[src/logic/stcc_defs.vh]
// constants for the smoke test and calibration control block
`ifndef STCC_DEFS_VH
`define STCC_DEFS_VH
`define STCC_CLK_NS 8
`define STCC_OSC_PERIOD_US 10500
`define STCC_TEST_PULSE_MS 336
`define STCC_OSC_CYC ((`STCC_OSC_PERIOD_US * 1000) / `STCC_CLK_NS)
`define STCC_TEST_OSC_CNT ((`STCC_TEST_PULSE_MS * 1000) / `STCC_OSC_PERIOD_US)
`define STCC_MODE_STANDBY 2'h0
`define STCC_MODE_TEST 2'h1
`define STCC_MODE_CAL 2'h2
`define STCC_RELEASE_PULSES 2'h2
`endif

[src/logic/stcc_ctrl.v]
// test and calibration mode control for a photoelectric smoke detector
//
// Operation
// a high test input enters manual test mode
// one oscillator cycle into test, fire emitter every 336 ms regardless of smoke; code fires the first pulse 32 oscillator cycles (336 ms) into test
// test mode selects the high gain capacitor to simulate smoke
// smoke on second test pulse drives horn and interconnect
// one oscillator cycle after test release, restore normal gain
// after gain restored, two more pulses end alarm, then standby timing
// fixture pulls test below ground for one oscillator cycle to enter calibration
// fixture floats test for one oscillator cycle to leave calibration
// calibration fires emitter every clock and holds strobe low
// calibration suppresses low battery and chamber sensitivity checks
// calibration stops driving interconnect; forced high routes amp pulses to guard
// supply trip low: normal gain guard one; high: supervisory gain guard two
// feedback high adds hysteresis only while supply trip low
// calibration internal clock follows oscillator pin level
// first horn pin shows raw comparator result in calibration
// second horn pin shows two-in-a-row smoke integrator in calibration
// timing derives from a 10.5 ms oscillator period
// mode changes only after the condition lasts a full oscillator cycle
// calibration wins over manual test
`timescale 1ns/1ps
`default_nettype none
`include "stcc_defs.vh"
module stcc_ctrl #(
  parameter [31:0] OSC_CYC = `STCC_OSC_CYC
) (
  input wire clk,
  input wire reset_n,
  input wire testHigh,
  input wire testBelowGnd,
  input wire testFloat,
  input wire oscPin,
  input wire smokeDetect,
  input wire ampPulse,
  input wire normalAlarm,
  input wire ioIn,
  input wire supplyTrip,
  input wire feedbackIn,
  output reg infrared_emitter_pulse,
  output reg strobe_n,
  output reg high_gain_capacitor,
  output reg supervisoryGain,
  output reg hysteresisEn,
  output reg hornOn,
  output reg ioOut,
  output reg ioOe_n,
  output reg guard1Out,
  output reg guard2Out,
  output reg hornPin1,
  output reg hornPin2,
  output reg lowBattCheckEn,
  output reg chamberCheckEn,
  output reg intClk,
  output reg [1:0] modeOut
);
  reg rst1_ff, rstS_ff;
  always @(posedge clk or negedge reset_n)
  begin
    if (!reset_n)
    begin
      rst1_ff <= 1'b0;
      rstS_ff <= 1'b0;
    end
    else
    begin
      rst1_ff <= 1'b1;
      rstS_ff <= rst1_ff;
    end
  end
  wire rstN = rstS_ff;
  // oscillator tick from divider
  reg [31:0] oscCnt_ff;
  wire oscTick = (oscCnt_ff == OSC_CYC - 32'h1);
  always @(posedge clk or negedge rstN)
  begin
    if (!rstN)
      oscCnt_ff <= 32'h0;
    else if (oscTick)
      oscCnt_ff <= 32'h0;
    else
      oscCnt_ff <= oscCnt_ff + 32'h1;
  end
  // persistence over one full oscillator cycle
  reg belowSeen_ff, floatSeen_ff, highSeen_ff, lowSeen_ff;
  reg [1:0] mode_ff;
  reg gainHigh_ff, alarm_ff, firstPulseSeen_ff;
  reg [1:0] relCnt_ff;
  reg [5:0] pulseCnt_ff;
  reg integ_ff, lastDet_ff;
  reg [1:0] nxt_mode;
  always @*
  begin
    nxt_mode = mode_ff;
    if (mode_ff == `STCC_MODE_CAL)
    begin
      if (floatSeen_ff && testFloat)
        nxt_mode = `STCC_MODE_STANDBY;
    end
    else if (belowSeen_ff && testBelowGnd)
      nxt_mode = `STCC_MODE_CAL;
    else if (mode_ff == `STCC_MODE_STANDBY && highSeen_ff && testHigh)
      nxt_mode = `STCC_MODE_TEST;
    else if (mode_ff == `STCC_MODE_TEST && !gainHigh_ff && !alarm_ff && lowSeen_ff && !testHigh)
      nxt_mode = `STCC_MODE_STANDBY;
  end
  wire inCal = (mode_ff == `STCC_MODE_CAL);
  wire inTest = (mode_ff == `STCC_MODE_TEST);
  wire testPulse = inTest && oscTick &&
    (pulseCnt_ff == `STCC_TEST_OSC_CNT - 1);
  always @(posedge clk or negedge rstN)
  begin
    if (!rstN)
    begin
      belowSeen_ff <= 1'b0;
      floatSeen_ff <= 1'b0;
      highSeen_ff <= 1'b0;
      lowSeen_ff <= 1'b0;
      mode_ff <= `STCC_MODE_STANDBY;
      gainHigh_ff <= 1'b0;
      alarm_ff <= 1'b0;
      firstPulseSeen_ff <= 1'b0;
      relCnt_ff <= 2'h0;
      pulseCnt_ff <= 6'h0;
      integ_ff <= 1'b0;
      lastDet_ff <= 1'b0;
    end
    else
    begin
      if (oscTick)
      begin
        // sample held for a whole oscillator cycle
        belowSeen_ff <= testBelowGnd;
        floatSeen_ff <= testFloat;
        highSeen_ff <= testHigh;
        lowSeen_ff <= !testHigh;
        mode_ff <= nxt_mode;
      end
      if (oscTick && inTest)
        pulseCnt_ff <= testPulse ? 6'h0 : pulseCnt_ff + 6'h1;
      else if (!inTest)
        pulseCnt_ff <= 6'h0;
      if (oscTick && inTest && highSeen_ff && testHigh)
        gainHigh_ff <= 1'b1;
      else if (oscTick && lowSeen_ff && !testHigh && gainHigh_ff)
      begin
        gainHigh_ff <= 1'b0;
        relCnt_ff <= 2'h0;
      end
      else if (!inTest)
        gainHigh_ff <= 1'b0;
      if (!inTest)
      begin
        alarm_ff <= 1'b0;
        firstPulseSeen_ff <= 1'b0;
      end
      else if (testPulse)
      begin
        if (gainHigh_ff)
        begin
          if (firstPulseSeen_ff && smokeDetect)
            alarm_ff <= 1'b1;
          firstPulseSeen_ff <= 1'b1;
        end
        else if (alarm_ff)
        begin
          relCnt_ff <= relCnt_ff + 2'h1;
          if (relCnt_ff + 2'h1 == `STCC_RELEASE_PULSES)
            alarm_ff <= 1'b0;
        end
      end
      if (inCal && oscTick)
      begin
        lastDet_ff <= smokeDetect;
        if (smokeDetect && lastDet_ff)
          integ_ff <= 1'b1;
        else if (!smokeDetect && !lastDet_ff)
          integ_ff <= 1'b0;
      end
    end
  end
  // output register
  wire ioHigh = inCal && ioIn;
  always @(posedge clk or negedge rstN)
  begin
    if (!rstN)
    begin
      infrared_emitter_pulse <= 1'b0;
      strobe_n <= 1'b1;
      high_gain_capacitor <= 1'b0;
      supervisoryGain <= 1'b0;
      hysteresisEn <= 1'b0;
      hornOn <= 1'b0;
      ioOut <= 1'b0;
      ioOe_n <= 1'b1;
      guard1Out <= 1'b0;
      guard2Out <= 1'b0;
      hornPin1 <= 1'b0;
      hornPin2 <= 1'b0;
      lowBattCheckEn <= 1'b1;
      chamberCheckEn <= 1'b1;
      intClk <= 1'b0;
      modeOut <= `STCC_MODE_STANDBY;
    end
    else
    begin
      modeOut <= mode_ff;
      infrared_emitter_pulse <= inCal ? 1'b1 : testPulse;
      strobe_n <= !inCal;
      high_gain_capacitor <= inTest && gainHigh_ff;
      supervisoryGain <= ioHigh && supplyTrip;
      hysteresisEn <= inCal && feedbackIn && !supplyTrip;
      hornOn <= !inCal && ((inTest && alarm_ff) || normalAlarm);
      ioOut <= !inCal && ((inTest && alarm_ff) || normalAlarm);
      ioOe_n <= inCal ? 1'b1 : !((inTest && alarm_ff) || normalAlarm);
      guard1Out <= ioHigh && !supplyTrip && ampPulse;
      guard2Out <= ioHigh && supplyTrip && ampPulse;
      hornPin1 <= inCal && smokeDetect;
      hornPin2 <= inCal && integ_ff;
      lowBattCheckEn <= !inCal;
      chamberCheckEn <= !inCal;
      intClk <= inCal ? oscPin : (oscCnt_ff < (OSC_CYC >> 1));
    end
  end
endmodule // stcc_ctrl
`default_nettype wire

[config.mk]
export PLATFORM = sky130hd
export DESIGN_NAME = stcc_ctrl
export DESIGN_NICKNAME = d
export VERILOG_FILES = /design/src/logic/stcc_ctrl.v
export VERILOG_INCLUDE_DIRS = /design/src /design/src/logic
export SDC_FILE = /design/constraint.sdc
export NUM_CORES = 1
export LEC_CHECK = 0
export ABC_CLOCK_PERIOD_IN_PS = 2500
export BUFFER_PORTS_ARGS = -buffer_cell sky130_fd_sc_hd__buf_2
export CORE_UTILIZATION = 40
export CTS_BUF_LIST = sky130_fd_sc_hd__clkbuf_8
export DETAILED_ROUTE_END_ITERATION = 8
export PLACE_DENSITY = 0.63
export SLEW_MARGIN = 20
export SYNTH_ARGS = -nofsm -noshare
export SYNTH_HDL_FRONTEND = slang
export SYNTH_SLANG_ARGS = --single-unit
[constraint.sdc]
create_clock -name clk -period 2.5 [get_ports clk]
set_clock_uncertainty 0.15 [all_clocks]
set_input_delay 0.375 -clock clk [delete_from_list [all_inputs] [get_ports clk]]
set_output_delay 0.375 -clock clk [all_outputs]
set_load 0.005 [all_outputs]
---- After elaboration in Yosys (flattened, before gate mapping) ----
Index checks and enable logic that the tools add are counted.
word-level totals
  flip-flop bits (word level) ............. 67
  output and inout bits ................... 17
cells by class
  reductions and logical operators ........ 47
  eq/ne operators ......................... 11
  $add $sub $neg .......................... 3
  order comparisons ....................... 1
  multiplexer cells ....................... 32
operators with widths
  kind                                                                             number
  32-bit by 1-bit adder with 32-bit output (second input constant)                 1
  32-bit by 21-bit equality test with 1-bit output (second input constant)         1
  32-bit by 20-bit less-than comparator with 1-bit output (second input constant)  1
  32-bit two-way mux                                                               1
  1-bit logical AND                                                                31
  2-bit two-way mux                                                                11
  6-bit two-way mux                                                                3
  1-bit two-way mux                                                                17
  1-bit zero test                                                                  8
  6-bit by 1-bit adder with 6-bit output (second input constant)                   1
  6-bit by 5-bit equality test with 1-bit output (second input constant)           1
  2-bit by 1-bit inequality test with 1-bit output (second input constant)         3
  2-bit AND reduction                                                              3
  2-bit equality test (second input constant)                                      2
  4-bit nonzero test                                                               1
  3-bit by 1-bit inequality test with 1-bit output (second input constant)         1
  3-bit by 2-bit inequality test with 1-bit output (second input constant)         1
  3-bit AND reduction                                                              1
  2-bit by 1-bit adder with 2-bit output (second input constant)                   1
  2-bit by 1-bit equality test with 1-bit output (second input constant)           1
  2-bit zero test                                                                  1
  2-bit inequality test (second input constant)                                    1
  2-bit nonzero test                                                               1
  1-bit logical OR                                                                 1

---- Depth between registers and ports, before layout ----
  depth after elaboration ................. 10
  gate-level depth with buffers ........... 7
  gate-level depth less buffers ........... 6

---- Worst setup path after synthesis ----
OpenSTA, ideal clock, no wires.
  path type ............................... register to register
  from .................................... register oscCnt_ff[11]
  to ...................................... register mode_ff[0]
  required time ........................... 2225 ps
  path buffers ............................ 0
  setup slack ............................. -177 ps
  stages on the path, launching flop included .. 6
  period minus slack after synthesis ...... 2677 ps
  setup time .............................. 125 ps
  data arrival time ....................... 2403 ps
  path through ............................ dfrtp_1 > or4_1 > or4_1 > or4_4 > a211oi_1 > mux2_2
between the ends
  cells in the longest elaborated chain, start to end .. 2
RTL lines
  what                                              RTL line         source
  start: declaration                                stcc_ctrl.v:74   reg [31:0] oscCnt_ff;
  start signal: assignment                          stcc_ctrl.v:83   oscCnt_ff <= oscCnt_ff + 32'h1;
  32-bit by 21-bit equality test with 1-bit output  stcc_ctrl.v:75   wire oscTick = (oscCnt_ff == OSC_CYC - 32'h1);
  3-bit AND reduction (no line)                     -
  end signal: assignment                            stcc_ctrl.v:120  mode_ff <= `STCC_MODE_STANDBY;
  end signal: assignment                            stcc_ctrl.v:138  mode_ff <= nxt_mode;
  end: declaration                                  stcc_ctrl.v:87   reg [1:0] mode_ff;
Every way passes these cells.
A chain may end at the register's enable or synchronous reset.

---- Final worst setup path ----
Ends and elaborated chain as after synthesis.

==> flow_metrics.py <==
metrics = {
    "synthesis": {
        "synth_fa_ha_area_frac": 0.0165,
        "synth-edff-count": 0,
        "synthSimpleGateAreaFrac": 0.234,
        "synth-compound-area-share": 0.0662,
        "synthArstFlopShare": 1.00,
        "ys_seq_elements": 67,
        "ys_seq_area_frac": 0.552,
        "yosys_warnings": 0,
        "synth-main-ff-cell": "dfrtp_1",
        "synth_area_leaders": "dfrtp_1, xnor2_1, nand2_1",
        "synthDistinctLibCells": 44,
        "syn_nets": 314,
        "synth_mux_area_frac": 0.0144,
        "avgSynthCellArea_sq_um": 10.2,
        "synth_top_family_by_area": "simple AND/OR/NAND/NOR gates",
        "synth-xor-area-share": 0.0835,
        "syn_area_sq_um": 3040,
        "synth_top_area_share": 0.535,
        "syn_inst": 298,
        "yosysTopAreaCell": "dfrtp_1",
    },
    "critical_path": {
        "worstPathRequired_ns": 2.59,
        "reg2reg_from": "oscCnt_ff[11]",
        "slowest_delay_ns": 0.54,
        "arrival_ns": 2.76,
        "critPathSlowestCell": "or4_4",
        "cp_num_buf_inv": 0,
        "critPathMostFrequentCell": "or4_4",
        "path_cells": "or4_4, or4_4, or4_4, a211oi_2, mux2_4",
        "endpoint_kind": "flop",
        "crit_fanout": 6,
        "worstSetupPathType": "flop to flop",
        "cp-startpoint": "oscCnt_ff[11]",
        "startpoint_type": "flop",
        "critical_path.top_delay_family": "simple AND/OR/NAND/NOR gates",
    },
    "drt": {
        "wire_per_inst_um": 13.9,
        "drt_iter0_markers": 122,
        "drtPass1Iterations": 4,
        "drc": 0,
        "num_vias": 2400,
        "post_drt_via_cell_ratio": 5.16,
        "wirelength_um": 6450,
        "detail-route-antenna-nets": 0,
    },
    "outcome": {
        "violations": "setup timing",
        "status": "finished, violations left",
    },
    "finish": {
        "ff_latch_area_sq_um": 1680,
        "multi_input_area_sq_um": 1300,
        "drive_above_1_share": 0.265,
        "fill_cells": 671,
        "final_area_sq_um": 3800,
        "finalNonFillerCells": 465,
        "diodes": 0,
        "final_nets": 377,
        "area_growth_pct": 25.1,
    },
    "worst_hold_path": {
        "worst_hold_path_type": "input port to flop",
        "hold_path.startpoint": "supplyTrip",
    },
    "power_and_ir_drop": {
        "peakVddDrop_mv": 0.275,
        "p_leak_nw": 1.80,
        "p_total_mw": 2.20,
        "p_per_area_nw_per_um2": 578,
    },
    "global_routing": {
        "overflow": 0,
        "grt_pass1_vias": 2225,
        "grt_pass1_wl_um": 10400,
        "antenna_found_initial": 0,
        "grt_usage": 0.177,
        "grt_max_degree": 41,
    },
    "sta": {
        "final-hold-violation-count": 0,
        "fin_tns_setup_ns": -0.845,
        "final.min_clock_period_ns": 2.67,
        "min_period_over_period": 1.07,
        "timing.slew.headroom": 0.546,
        "rsz0062_at_grt": "true",
        "setup_viol": 8,
        "clock.fmax_ghz": 0.374,
        "setup_ws_ns": -0.173,
        "tightestPinTransition_ns": 0.680,
        "drv_slew": 0,
    },
    "place": {
        "port_buffers": 28,
        "dp_hpwl_um": 4370,
        "dp_cells": 444,
        "pre_cts_ws_ns": -0.204,
        "post_dp_cell_area_sq_um": 3500,
        "finalWeightedCongestion": 0.789,
    },
    "floorplan": {
        "start_util": 0.417,
        "core_sq_um": 7290,
        "io_pins": 29,
        "die_y_um": 89.2,
        "rows": 31,
        "dieArea_sq_um": 7960,
        "die_x_um": 89.2,
    },
    "clocking": {
        "clkSinkCount": 67,
        "cts.clk_slew.worst_paths_ns": 0.08,
        "cts_made_buffers": 9,
        "root_buffer": "clkbuf_8",
        "cts_tree": "built",
        "clk-insertion-delay-late_ns": 0.34,
        "h-tree-depth": 3,
        "clockBufferDepth": 2,
    },
    "run": {
        "drv_cap": 0,
    },
}
==> layout make-up <==
type,instances,share of cell area
Sequential cell,67,0.442
Multi-Input combinational cell,210,0.342
Timing Repair Buffer,64,0.113
Clock buffer,11,0.0398
Tap cell,99,0.0326
Clock inverter,5,0.0220
Inverter,9,0.00888
==> cell usage in the layout (no fill, tap or decap), drive strengths merged, types with 2 or more instances in the layout <==
cell type  netlist  routed
dfrtp           65      65
buf              5      63
nand2           34      34
nor2            26      26
nand3           20      20
xnor2           18      18
a21oi           13      13
nor3            12      12
xor2            11      11
clkbuf           7      11
inv              9      10
o21ai            9       9
nand4            8       8
or3              6       6
and3             5       5
and2             5       5
nor3b            4       4
a31oi            4       4
ha               4       4
and4             4       4
or4              3       3
nor4b            3       3
nor2b            3       3
mux2             3       3
nor4             2       2
dfstp            2       2
clkinvlp         0       2
bufinv           0       2
a211oi           2       2
==> through the flow <==
stage	hold WS, ns	utilization
after floorplan	-0.0706	-
after global placement	0.0102	0.480
after detailed placement	0.0119	0.480
after CTS	0.0547	0.515
after global routing	0.0536	0.522
final	0.0647	0.522
==> per-layer routing <==
metal,global-route usage,routed length [um]
met5,0,0
met4,0.0693,97
met3,0.0443,266
met2,0.275,3040
met1,0.239,3040
==> cells in the mapped netlist, types with 2 or more instances <==
| cell type | number |
|---|---|
| buf_4 | 3 |
| and4_1 | 3 |
| clkbuf_1 | 7 |
| nor4_1 | 2 |
| xnor2_1 | 18 |
| xor2_1 | 11 |
| dfrtp_1 | 65 |
| a31oi_1 | 4 |
| a21oi_1 | 13 |
| nand4_1 | 8 |
| o21ai_0 | 9 |
| and2_1 | 4 |
| nor2_1 | 26 |
| and3_1 | 5 |
| or3_1 | 5 |
| or4_1 | 2 |
| nor4b_1 | 3 |
| nand2_1 | 34 |
| nor3b_1 | 4 |
| nor3_1 | 12 |
| ha_1 | 4 |
| nor2b_1 | 3 |
| a211oi_1 | 2 |
| mux2_2 | 3 |
| dfstp_2 | 2 |
| inv_1 | 9 |
| nand3_1 | 20 |
==> registers in the layout, summed over array words and instances, names as in the netlist, 2 cells and up <==
register,cells
oscCnt_ff,32
pulseCnt_ff,6
modeOut,2
mode_ff,2
relCnt_ff,2
==> cells by family (layout without fill, tap and decap cells) <==
group / after synthesis / count (layout)
simple gates: 138 / 138
flops: 67 / 67
compound gates: 34 / 34
xor+xnor: 29 / 29
buf+inv: 21 / 89
fa+ha+maj: 4 / 4
mux: 4 / 4
other cells: 1 / 1
==> where the power goes <==
part	switching [mW]	total, mW	internal (mW)
logic	0.0296	0.0495	0.0199
clock network	0.428	1.05	0.619
registers	0.0119	1.10	1.09
total	0.469	2.20	1.73
==> what timing repair did <==
| item | CTS | global route |
|---|---|---|
| pin swaps | 0 | 1 |
| gates cloned | 0 | 1 |
| endpoints found under the hold margin | 2 | 0 |
| setup endpoints to repair | 10 | 14 |
| resized for setup | 8 | 4 |
| hold buffers | 1 | 0 |
| buffers inserted | 0 | 3 |
==> path summary, 6_finish.rpt <==
check / to / slack [ns] / cells after the start
hold / removal: guard1Out / 0.06 / 2
min in group asynchronous: oscCnt_ff[16] / 0.13 / 0
hold reg to reg: oscCnt_ff[16] / 0.13 / 0
max in group asynchronous: chamberCheckEn / 1.39 / 1
setup reg to reg: mode_ff[0] / -0.17 / 5
setup / recovery: mode_ff[0] / -0.17 / 5
Power figures use the tool's default switching activity.
